$ cat src/verilog/sgc_pkg.sv
// Package for the socket global control register block.
// Assumes a byte-wide register port addressed by a 12-bit socket offset.
package sgc_pkg;
   // ==========================================================
   // Offsets
   localparam logic [11:0] SGC_OFF_MAIN = 12'h81E;
   localparam logic [11:0] SGC_OFF_CARD_A = 12'h01E;
   localparam logic [11:0] SGC_OFF_CARD_B = 12'h05E;
   // ==========================================================
   // Field positions
   localparam int SGC_BIT_SLEEP = 0;
   localparam int SGC_BIT_CSC_LVL = 1;
   localparam int SGC_BIT_WRBACK = 2;
   localparam int SGC_BIT_A_LVL = 3;
   localparam int SGC_BIT_B_LVL = 4;
   localparam logic [7:0] SGC_RESET_VAL = 8'h00;
   localparam logic [7:0] SGC_RW_MASK = 8'h1F;
   localparam logic [7:0] SGC_ZERO_BYTE = 8'h00;
   // Synchroniser rest value: reset pins high, card cycle low, so no fake reset follows nrst_i
   localparam logic [2:0] SGC_SYNC_IDLE = 3'h3;
   typedef enum logic [1:0] {SGC_IDLE, SGC_ACTIVE} sgc_state_t;
endpackage

$ cat src/verilog/sgc_if.sv
// Interface carrying the global reset synchroniser output to the main block.
// Assumes one clock domain.
`timescale 1ns/1ns
interface sgc_if;
   logic global_reset_in_n;
   modport src (output global_reset_in_n);
   modport dst (input global_reset_in_n);
endinterface

$ cat src/verilog/sgc_top.sv
// Socket global control register shared by both card sockets.
// Assumes a byte register port, a global reset pin, a bus reset pin and card cycle requests.
`timescale 1ns/1ns
module sgc_top
   import sgc_pkg::*;
(
   input wire logic clk_i,
   input wire logic nrst_i,
   input wire logic global_reset_in_n_i,
   input wire logic bus_reset_n_i,
   input wire logic [11:0] addr_i,
   input wire logic wr_i,
   input wire logic rd_i,
   input wire logic [7:0] wdata_i,
   input wire logic card_cycle_i,
   input wire logic card_a_irq_i,
   input wire logic card_b_irq_i,
   input wire logic csc_event_i,
   input wire logic csc_read_i,
   input wire logic cd_flag_wr1_i,
   output logic [7:0] rdata_o,
   output logic card_a_irq_level_sel_o,
   output logic card_b_irq_level_sel_o,
   output logic status_change_irq_level_sel_o,
   output logic flag_clear_writeback_sel_o,
   output logic card_output_sleep_en_o,
   output logic card_out_en_o,
   output logic csc_flag_clear_o,
   output logic forced_detect_irq_clr_o,
   output logic card_a_irq_o,
   output logic card_b_irq_o,
   output logic csc_irq_o
);
   import sgc_pkg::*;
   // ==========================================================
   // Reset pin and card cycle synchronisation
   sgc_if rst_if ();
   logic [2:0] sync_q;
   sgc_sync u_sync (
      .clk_i(clk_i),
      .nrst_i(nrst_i),
      .d_i({card_cycle_i, bus_reset_n_i, global_reset_in_n_i}),
      .q_o(sync_q)
   );
   assign rst_if.global_reset_in_n = sync_q[0];
   logic bus_rst_n;
   logic cyc_s;
   assign bus_rst_n = sync_q[1];
   assign cyc_s = sync_q[2];
   // ==========================================================
   // Register
   logic [7:0] ctl_reg;
   logic [7:0] ctl_next;
   logic hit;
   assign hit = (addr_i == SGC_OFF_MAIN) || (addr_i == SGC_OFF_CARD_A) ||
                (addr_i == SGC_OFF_CARD_B);
   always_comb
   begin
      ctl_next = ctl_reg;
      if (wr_i && hit)
      begin
         ctl_next = wdata_i & SGC_RW_MASK;
      end
      // Bus reset leaves the low three bits alone; those survive until global reset
      if (!bus_rst_n)
      begin
         ctl_next[SGC_BIT_A_LVL] = 1'b0;
         ctl_next[SGC_BIT_B_LVL] = 1'b0;
      end
      if (!rst_if.global_reset_in_n)
      begin
         ctl_next = SGC_RESET_VAL;
      end
   end
   // ==========================================================
   // Outputs
   logic [7:0] rdata_reg;
   logic [7:0] rdata_next;
   logic [4:0] mode_reg;
   logic [4:0] mode_next;
   logic csc_clr_reg;
   logic csc_clr_next;
   logic fd_clr_reg;
   logic fd_clr_next;
   logic [2:0] irq_reg;
   logic [2:0] irq_next;
   logic [2:0] irq_dly_reg;
   logic oe_reg;
   logic oe_next;
   sgc_state_t st_reg;
   sgc_state_t st_next;
   always_comb
   begin
      rdata_next = (rd_i && hit) ? ctl_reg : SGC_ZERO_BYTE;
      mode_next = ctl_reg[4:0];
      // Read clears the status change flag only in read-clear mode; forced detect clears only on a writeback
      csc_clr_next = ctl_reg[SGC_BIT_WRBACK] ? cd_flag_wr1_i : csc_read_i;
      fd_clr_next = ctl_reg[SGC_BIT_WRBACK] && cd_flag_wr1_i;
      // Level mode follows the source; edge mode gives one pulse per rising edge
      irq_next[0] = ctl_reg[SGC_BIT_A_LVL] ? card_a_irq_i :
                    (card_a_irq_i && !irq_dly_reg[0]);
      irq_next[1] = ctl_reg[SGC_BIT_B_LVL] ? card_b_irq_i :
                    (card_b_irq_i && !irq_dly_reg[1]);
      irq_next[2] = ctl_reg[SGC_BIT_CSC_LVL] ? csc_event_i :
                    (csc_event_i && !irq_dly_reg[2]);
      st_next = st_reg;
      unique case (st_reg)
         SGC_IDLE:
         begin
            if (cyc_s)
            begin
               st_next = SGC_ACTIVE;
            end
         end
         SGC_ACTIVE:
         begin
            if (!cyc_s)
            begin
               st_next = SGC_IDLE;
            end
         end
         default:
         begin
            st_next = SGC_IDLE;
         end
      endcase
      // Sleep drives only while a card cycle is active
      oe_next = !ctl_reg[SGC_BIT_SLEEP] || (st_next == SGC_ACTIVE);
   end
   always_ff @(posedge clk_i or negedge nrst_i)
   begin
      if (!nrst_i)
      begin
         ctl_reg <= SGC_RESET_VAL;
         rdata_reg <= SGC_ZERO_BYTE;
         mode_reg <= 5'h00;
         csc_clr_reg <= 1'b0;
         fd_clr_reg <= 1'b0;
         irq_reg <= 3'h0;
         irq_dly_reg <= 3'h0;
         oe_reg <= 1'b1;
         st_reg <= SGC_IDLE;
      end
      else
      begin
         ctl_reg <= ctl_next;
         rdata_reg <= rdata_next;
         mode_reg <= mode_next;
         csc_clr_reg <= csc_clr_next;
         fd_clr_reg <= fd_clr_next;
         irq_reg <= irq_next;
         irq_dly_reg <= {csc_event_i, card_b_irq_i, card_a_irq_i};
         oe_reg <= oe_next;
         st_reg <= st_next;
      end
   end
   assign rdata_o = rdata_reg;
   assign card_output_sleep_en_o = mode_reg[SGC_BIT_SLEEP];
   assign status_change_irq_level_sel_o = mode_reg[SGC_BIT_CSC_LVL];
   assign flag_clear_writeback_sel_o = mode_reg[SGC_BIT_WRBACK];
   assign card_a_irq_level_sel_o = mode_reg[SGC_BIT_A_LVL];
   assign card_b_irq_level_sel_o = mode_reg[SGC_BIT_B_LVL];
   assign card_out_en_o = oe_reg;
   assign csc_flag_clear_o = csc_clr_reg;
   assign forced_detect_irq_clr_o = fd_clr_reg;
   assign card_a_irq_o = irq_reg[0];
   assign card_b_irq_o = irq_reg[1];
   assign csc_irq_o = irq_reg[2];
   // ==========================================================
   // Checks
   AST_RD_ZERO: assert property (@(posedge clk_i) disable iff (!nrst_i)
      rdata_o[7:5] == 3'h0) else $error("reserved bits read nonzero");
   AST_WR_MAP: assert property (@(posedge clk_i) disable iff (!nrst_i)
      wr_i && addr_i == SGC_OFF_CARD_B && rst_if.global_reset_in_n && bus_rst_n
      |=> ctl_reg == ($past(wdata_i) & SGC_RW_MASK)) else $error("alias write lost");
   AST_B_LVL: assert property (@(posedge clk_i) disable iff (!nrst_i)
      ctl_reg[SGC_BIT_B_LVL] |=> card_b_irq_o == $past(card_b_irq_i))
      else $error("card B level mode wrong");
   AST_A_EDGE: assert property (@(posedge clk_i) disable iff (!nrst_i)
      !ctl_reg[SGC_BIT_A_LVL] && card_a_irq_i && irq_dly_reg[0] |=> !card_a_irq_o)
      else $error("card A edge repeats");
   AST_RDCLR: assert property (@(posedge clk_i) disable iff (!nrst_i)
      !ctl_reg[SGC_BIT_WRBACK] && csc_read_i |=> csc_flag_clear_o)
      else $error("read did not clear");
   AST_CSC_LVL: assert property (@(posedge clk_i) disable iff (!nrst_i)
      ctl_reg[SGC_BIT_CSC_LVL] && csc_event_i |=> csc_irq_o)
      else $error("status level mode wrong");
   AST_SLEEP: assert property (@(posedge clk_i) disable iff (!nrst_i)
      ctl_reg[SGC_BIT_SLEEP] && st_reg == SGC_IDLE && !cyc_s |=> !card_out_en_o)
      else $error("outputs driven in sleep");
   AST_BUSRST: assert property (@(posedge clk_i) disable iff (!nrst_i)
      !bus_rst_n && rst_if.global_reset_in_n && !wr_i |=> ctl_reg[2:0] == $past(ctl_reg[2:0]))
      else $error("bus reset hit low bits");
   AST_FDCLR: assert property (@(posedge clk_i) disable iff (!nrst_i)
      ctl_reg[SGC_BIT_WRBACK] && cd_flag_wr1_i |=> forced_detect_irq_clr_o)
      else $error("forced detect not cleared");
endmodule

$ cat src/verilog/sgc_sync.sv
// Two-stage synchroniser for pin inputs of the global control block.
// Assumes inputs are asynchronous to clk_i.
`timescale 1ns/1ns
module sgc_sync
   import sgc_pkg::*;
(
   input wire logic clk_i,
   input wire logic nrst_i,
   input wire logic [2:0] d_i,
   output logic [2:0] q_o
);
   logic [2:0] s1_reg;
   logic [2:0] s1_next;
   logic [2:0] s2_reg;
   logic [2:0] s2_next;
   always_comb
   begin
      s1_next = d_i;
      s2_next = s1_reg;
   end
   always_ff @(posedge clk_i or negedge nrst_i)
   begin
      if (!nrst_i)
      begin
         s1_reg <= SGC_SYNC_IDLE;
         s2_reg <= SGC_SYNC_IDLE;
      end
      else
      begin
         s1_reg <= s1_next;
         s2_reg <= s2_next;
      end
   end
   assign q_o = s2_reg;
endmodule

$ cat config.mk
export PLATFORM = sky130hd
export DESIGN_NAME = sgc_top
export DESIGN_NICKNAME = d
export VERILOG_FILES = /design/src/verilog/sgc_pkg.sv /design/src/verilog/sgc_if.sv /design/src/verilog/sgc_top.sv /design/src/verilog/sgc_sync.sv
export SDC_FILE = /design/constraint.sdc
export NUM_CORES = 1
export LEC_CHECK = 0
export BUFFER_PORTS_ARGS = -buffer_cell sky130_fd_sc_hd__buf_4
export CAP_MARGIN = 20
export CORE_MARGIN = 2
export CORE_UTILIZATION = 48
export CTS_CLUSTER_DIAMETER = 30
export DETAILED_ROUTE_END_ITERATION = 10
export HOLD_SLACK_MARGIN = 0.1
export PLACE_DENSITY = 0.9
export SYNTH_ARGS = -nofsm -noshare
export SYNTH_HDL_FRONTEND = slang
export SYNTH_SLANG_ARGS = --single-unit
$ cat constraint.sdc
create_clock -name clk_i -period 2.3 [get_ports clk_i]
set_input_delay 0.345 -clock clk_i [delete_from_list [all_inputs] [get_ports clk_i]]
set_output_delay 0.345 -clock clk_i [all_outputs]
set_load 0.05 [all_outputs]
# After elaboration in Yosys (flattened, before gate mapping)
# Index checks and enable logic that the tools add are counted.
# W data, S select, Z words.
totals:
  register_bits: 38
  latch_bits: 0
  ramBits: 0
  romBits: 0
  in_bits: 32
  out_inout_bits: 19
  elab_cells: 44
  n_memories: 0
classes:
  n_addsub: 0
  mul: 0
  div: 0
  magnitude_cmp: 0
  eq_ne: 7
  n_shift: 0
  n_mux: 11
  n_bitwise: 0
  reduce_logical: 14
op_table:
  columns: ["op", "count"]
  rows:
  - ["$mux W8", 3]
  - ["$eq A12 B12 Y1 const B", 1]
  - ["$eq A12 B5 Y1 const B", 1]
  - ["$eq A12 B7 Y1 const B", 1]
  - ["$logic_and A1 B1 Y1", 6]
  - ["$mux W2", 3]
  - ["$eq A2 B1 Y1 const B", 2]
  - ["$logic_not A1 Y1", 4]
  - ["$mux W1", 4]
  - ["$pmux W2 S2", 1]
  - ["$logic_or A1 B1 Y1", 3]
  - ["$ne A3 B3 Y1 const B", 1]
  - ["$logic_not A2 Y1", 1]
  - ["$ne A2 B2 Y1 const B", 1]

# Longest topological paths before layout
logic_depth:
  word_depth: 7
  ltp_mapped: 3
  depth_no_buf: 3

# Hierarchy
# Synthesis repeated with hierarchy kept, for this count alone.
unflattened:
  cells_unflattened: 73
  area_unflattened_um2: 1076.0
modules_own_cells:
  columns: ["mod", "n_inst", "cells_each", "area_per_inst_um2", "seq_area_each_um2"]
  rows:
  - ["sgc_top", 1, 67, 920.9, 626.9]
  - ["sgc_sync", 1, 6, 155.1, 155.1]

# Worst setup path after synthesis
# OpenSTA, ideal clock, no wires.
synth_path:
  kind: "input port to flip-flop"
  from: "in addr_i[7]"
  to: "reg ctl_reg[0]"
  setup_ns: 0.079
  arrival_ns: 1.408
  required_time_ns: 2.221
  setup_slack_ns: 0.812
  cell_stages: 3
  path_buffers: 0
  path_cell_list: "or4b_4 -> nor4_4 -> mux2i_1"
synth_between:
  elab_chain_len: 5
  word_cells_on_any_way: 7
  classes_between: "eq/ne: 4; reduce/logical: 3"
synth_lines:
  columns: ["element", "line", "source"]
  rows:
  - ["start, declared", "sgc_top.sv:11", "input wire logic [11:0] addr_i,"]
  - ["$eq A12 B12 Y1 or $eq A12 B5 Y1 (tied branches)", "sgc_top.sv:55", "assign hit = (addr_i == SGC_OFF_MAIN) || (addr_i == SGC_OFF_CARD_A) ||"]
  - ["$logic_or A1 B1 Y1", "sgc_top.sv:55", null]
  - ["$logic_or A1 B1 Y1 (*)", "sgc_top.sv:55", null]
  - ["$logic_and A1 B1 Y1 (*)", "sgc_top.sv:60", "if (wr_i && hit)"]
  - ["$ne A2 B2 Y1 (no source line) (*)", null, null]
  - ["end signal, assigned", "sgc_top.sv:146", "ctl_reg <= ctl_next;"]
  - ["end, declared", "sgc_top.sv:52", "logic [7:0] ctl_reg;"]
# Every way passes the cells marked *; elsewhere a longest branch is shown, timed or not.
# A chain may end at the register's enable or synchronous reset.

# Worst setup path after layout
layout_path:
  from: "in addr_i[7]"
  to: "reg ctl_reg[1]"
# The elaborated chain is that of the path after synthesis.

==> reports/results.ini <==
[outcome]
status = completed

[floorplanning]
io_pins = 51
start_util = 0.501
die_h_um = 51.8
rows = 17
die_w_um = 51.8
dieArea_mm2 = 0.00269
core_mm2 = 0.00219

[global_routing]
grt_pass1_vias = 714
grt_pass1_wl_mm = 3.24
antenna_found_initial = 0
grt_max_degree = 32
overflow = 0
track_usage = 0.173

[power]
leakage_nw = 0.761
seqPwrFrac = 0.583
internal-power_mw = 0.751
cellPowerDensity_mw_per_mm2 = 639
vdd_ir_drop_max_mv = 0.405
combPwrFrac = 0.097
p_sw_frac = 0.226
pwr-share-clk = 0.320
power_mw = 0.971
p_sw_mw = 0.219

[layout]
final_cells = 154
fin_util = 0.693
n_antenna_cell = 0
area.growth.synth_to_final_pct = 38.3
fin_area_mm2 = 0.00152
drive_above_1_share = 0.492
nNetsFinal = 157
fillers = 147

[yosys]
synthCells = 74
synthFlopType = dfrtp_1
synth_edf_count = 0
synth_top_cell_by_area = dfrtp_1
yosys_warnings = 0
synth_area_mm2 = 0.00110
syn_avg_cell_area_um2 = 14.8
ys_seq_area_frac = 0.712
synth.distinct_cells = 21
ys_top_cells_by_count = dfrtp_1, and2_1, nand2_1, dfstp_2, mux2i_1
synth.most_common_cell = dfrtp_1
ys_ff_latch = 31
synthArstFlopShare = 1.00
netlist.area_leader.share = 0.592
synthTopCellsByArea = dfrtp_1, dfstp_2, mux2i_1

[hold_path]
hold_depth = 1
hold_path_end = u_sync.s1_reg[0]$_DFF_PN1_
hold_start = global_reset_in_n_i
hp-class = primary input to register

[drt]
dr_total_vias = 697
viasPerCell = 4.53
dr.pass1.iters = 4
wl_mm = 1.90
drc = 0
wl_per_cell_um = 12.3
drtAntennaViolNets = 0
first_iter_violations = 11

[setup_path]
crit_family = simple AND/OR/NAND/NOR gates
rr_worst_depth = 2
path_max_fanout = 5
cpMaxStageDelayCell = or4b_4
crit_path_end_kind = register
path_cells = buf_4 -> or4b_4 -> nor4_4 -> mux2i_1
r2r_start = u_sync.q_o[0]$_DFF_PN1_
cp.required_ns = 2.53
r2r_end = ctl_reg[4]$_DFFE_PN0P_
setup.worst_path.class = primary input to register
cpPeakStageDelay_ns = 0.54
regToRegSetupSlack_ns = 1.38
worst_setup_path_start_kind = primary input
crit_buf_inv = 1
cp.arrival_ns = 1.62

[timing]
rsz0062_at_grt = no
skew_ns = 0.00752
hold_viol_final = 0
min_period_ns = 1.39
timing.final.crit_share = 0.603
slew_viol_final = 0
setup_viol = 0
fmax_ghz = 0.721
setup_tns_ns = 0

[clock_network]
cts_made_buffers = 5
insertion_delay_ns = 0.31
clk_pin_slew_ns = 0.09
cts_tree = done
cts_max_path_buffers = 2
ctsHtreeMaxLevel = 2
cts_resized = 0
numClockSinks = 31
clockRootBuffer = clkbuf_4

[placed_design]
io_buffers = 44
gp_congestion = 0.641
dp_cells = 145
place_area_mm2 = 0.00145

[flow_run]
cap_violations = 0

==> layer usage <==
layer	global-route usage	routed length, um	up-vias
met5	0	0	-
met3	0.0575	132	2
met2	0.297	1050	35
met1	0.196	695	323
li1	-	-	337
met4	0.0746	16	0
==> power by group through the flow <==
stage               clock network [mW]  logic, mW  registers [mW]
finish                           0.311     0.0938           0.566
global route                     0.346      0.102           0.568
CTS                              0.322     0.0949           0.566
detailed placement                   0     0.0933           0.577
global placement                     0     0.0907           0.576
floorplan                            0     0.0291           0.587
==> worst register-to-register path: cells and delay by family, from the launching register on <==
kind,cells,cell delay (ns)
muxes,1,0.13
and+or+nand+nor,1,0.09
DFF,1,0.63
==> what timing repair did <==
action	CTS	global route
hold endpoints to repair	26	0
setup buffers	0	0
hold buffers	1	0
==> through the flow <==
stage	hold WS (ns)	worst slack, ns
global route	0.118	0.851
CTS	0.116	0.922
detailed placement	0.289	0.572
floorplan	0.0494	0.812
finish	0.137	0.913
global placement	0.281	0.611
==> cell usage in the layout (no fill, tap or decap) <==
cell / n
buf_4: 44
dfrtp_1: 26
and2_1: 6
nand2_1: 6
mux2i_1: 5
dfstp_2: 5
clkbuf_4: 5
inv_1: 4
nand3_1: 4
conb_1: 4
a21boi_0: 3
clkinv_2: 2
nor2b_1: 1
a211o_1: 1
nand4b_4: 1
or4b_1: 1
nor4_2: 1
mux2_2: 1
nand2b_1: 1
or4b_4: 1
nor4_4: 1
clkbuf_8: 1
clkbuf_1: 1
dlygate4sd3_1: 1
==> worst max-delay path by stage <==
| stage | startpoint | to | cells past startpoint |
|---|---|---|---|
| 3_3_place_gp | addr_i[7] | ctl_reg[0]$_DFFE_PN0P_ | 4 |
| 5_1_grt | addr_i[7] | ctl_reg[4]$_DFFE_PN0P_ | 4 |
| 4_1_cts | addr_i[7] | ctl_reg[2]$_DFFE_PN0P_ | 4 |
| 2_1_floorplan | addr_i[7] | ctl_reg[0]$_DFFE_PN0P_ | 3 |
| 3_5_place_dp | addr_i[7] | ctl_reg[1]$_DFFE_PN0P_ | 4 |
| 6_report | addr_i[7] | ctl_reg[1]$_DFFE_PN0P_ | 4 |
==> final cells by class <==
type                            count  area [um2]  share of cell area
Sequential cell                    31         782               0.515
Inverter                            5        20.0              0.0132
Timing Repair Buffer               45         340               0.224
Clock buffer                        7        55.1              0.0362
Clock inverter                      1        5.00             0.00329
Tap cell                           28        35.0              0.0231
Multi-Input combinational cell     37         282               0.185
==> logic make-up after synthesis <==
logic type | synth area share
AOI/OAI and AO/OA | 0.0285
buffers and inverters | 0.0421
DFF | 0.712
muxes | 0.0558
other | 0.00341
and+or+nand+nor | 0.158
Power figures use the tool's default switching activity.
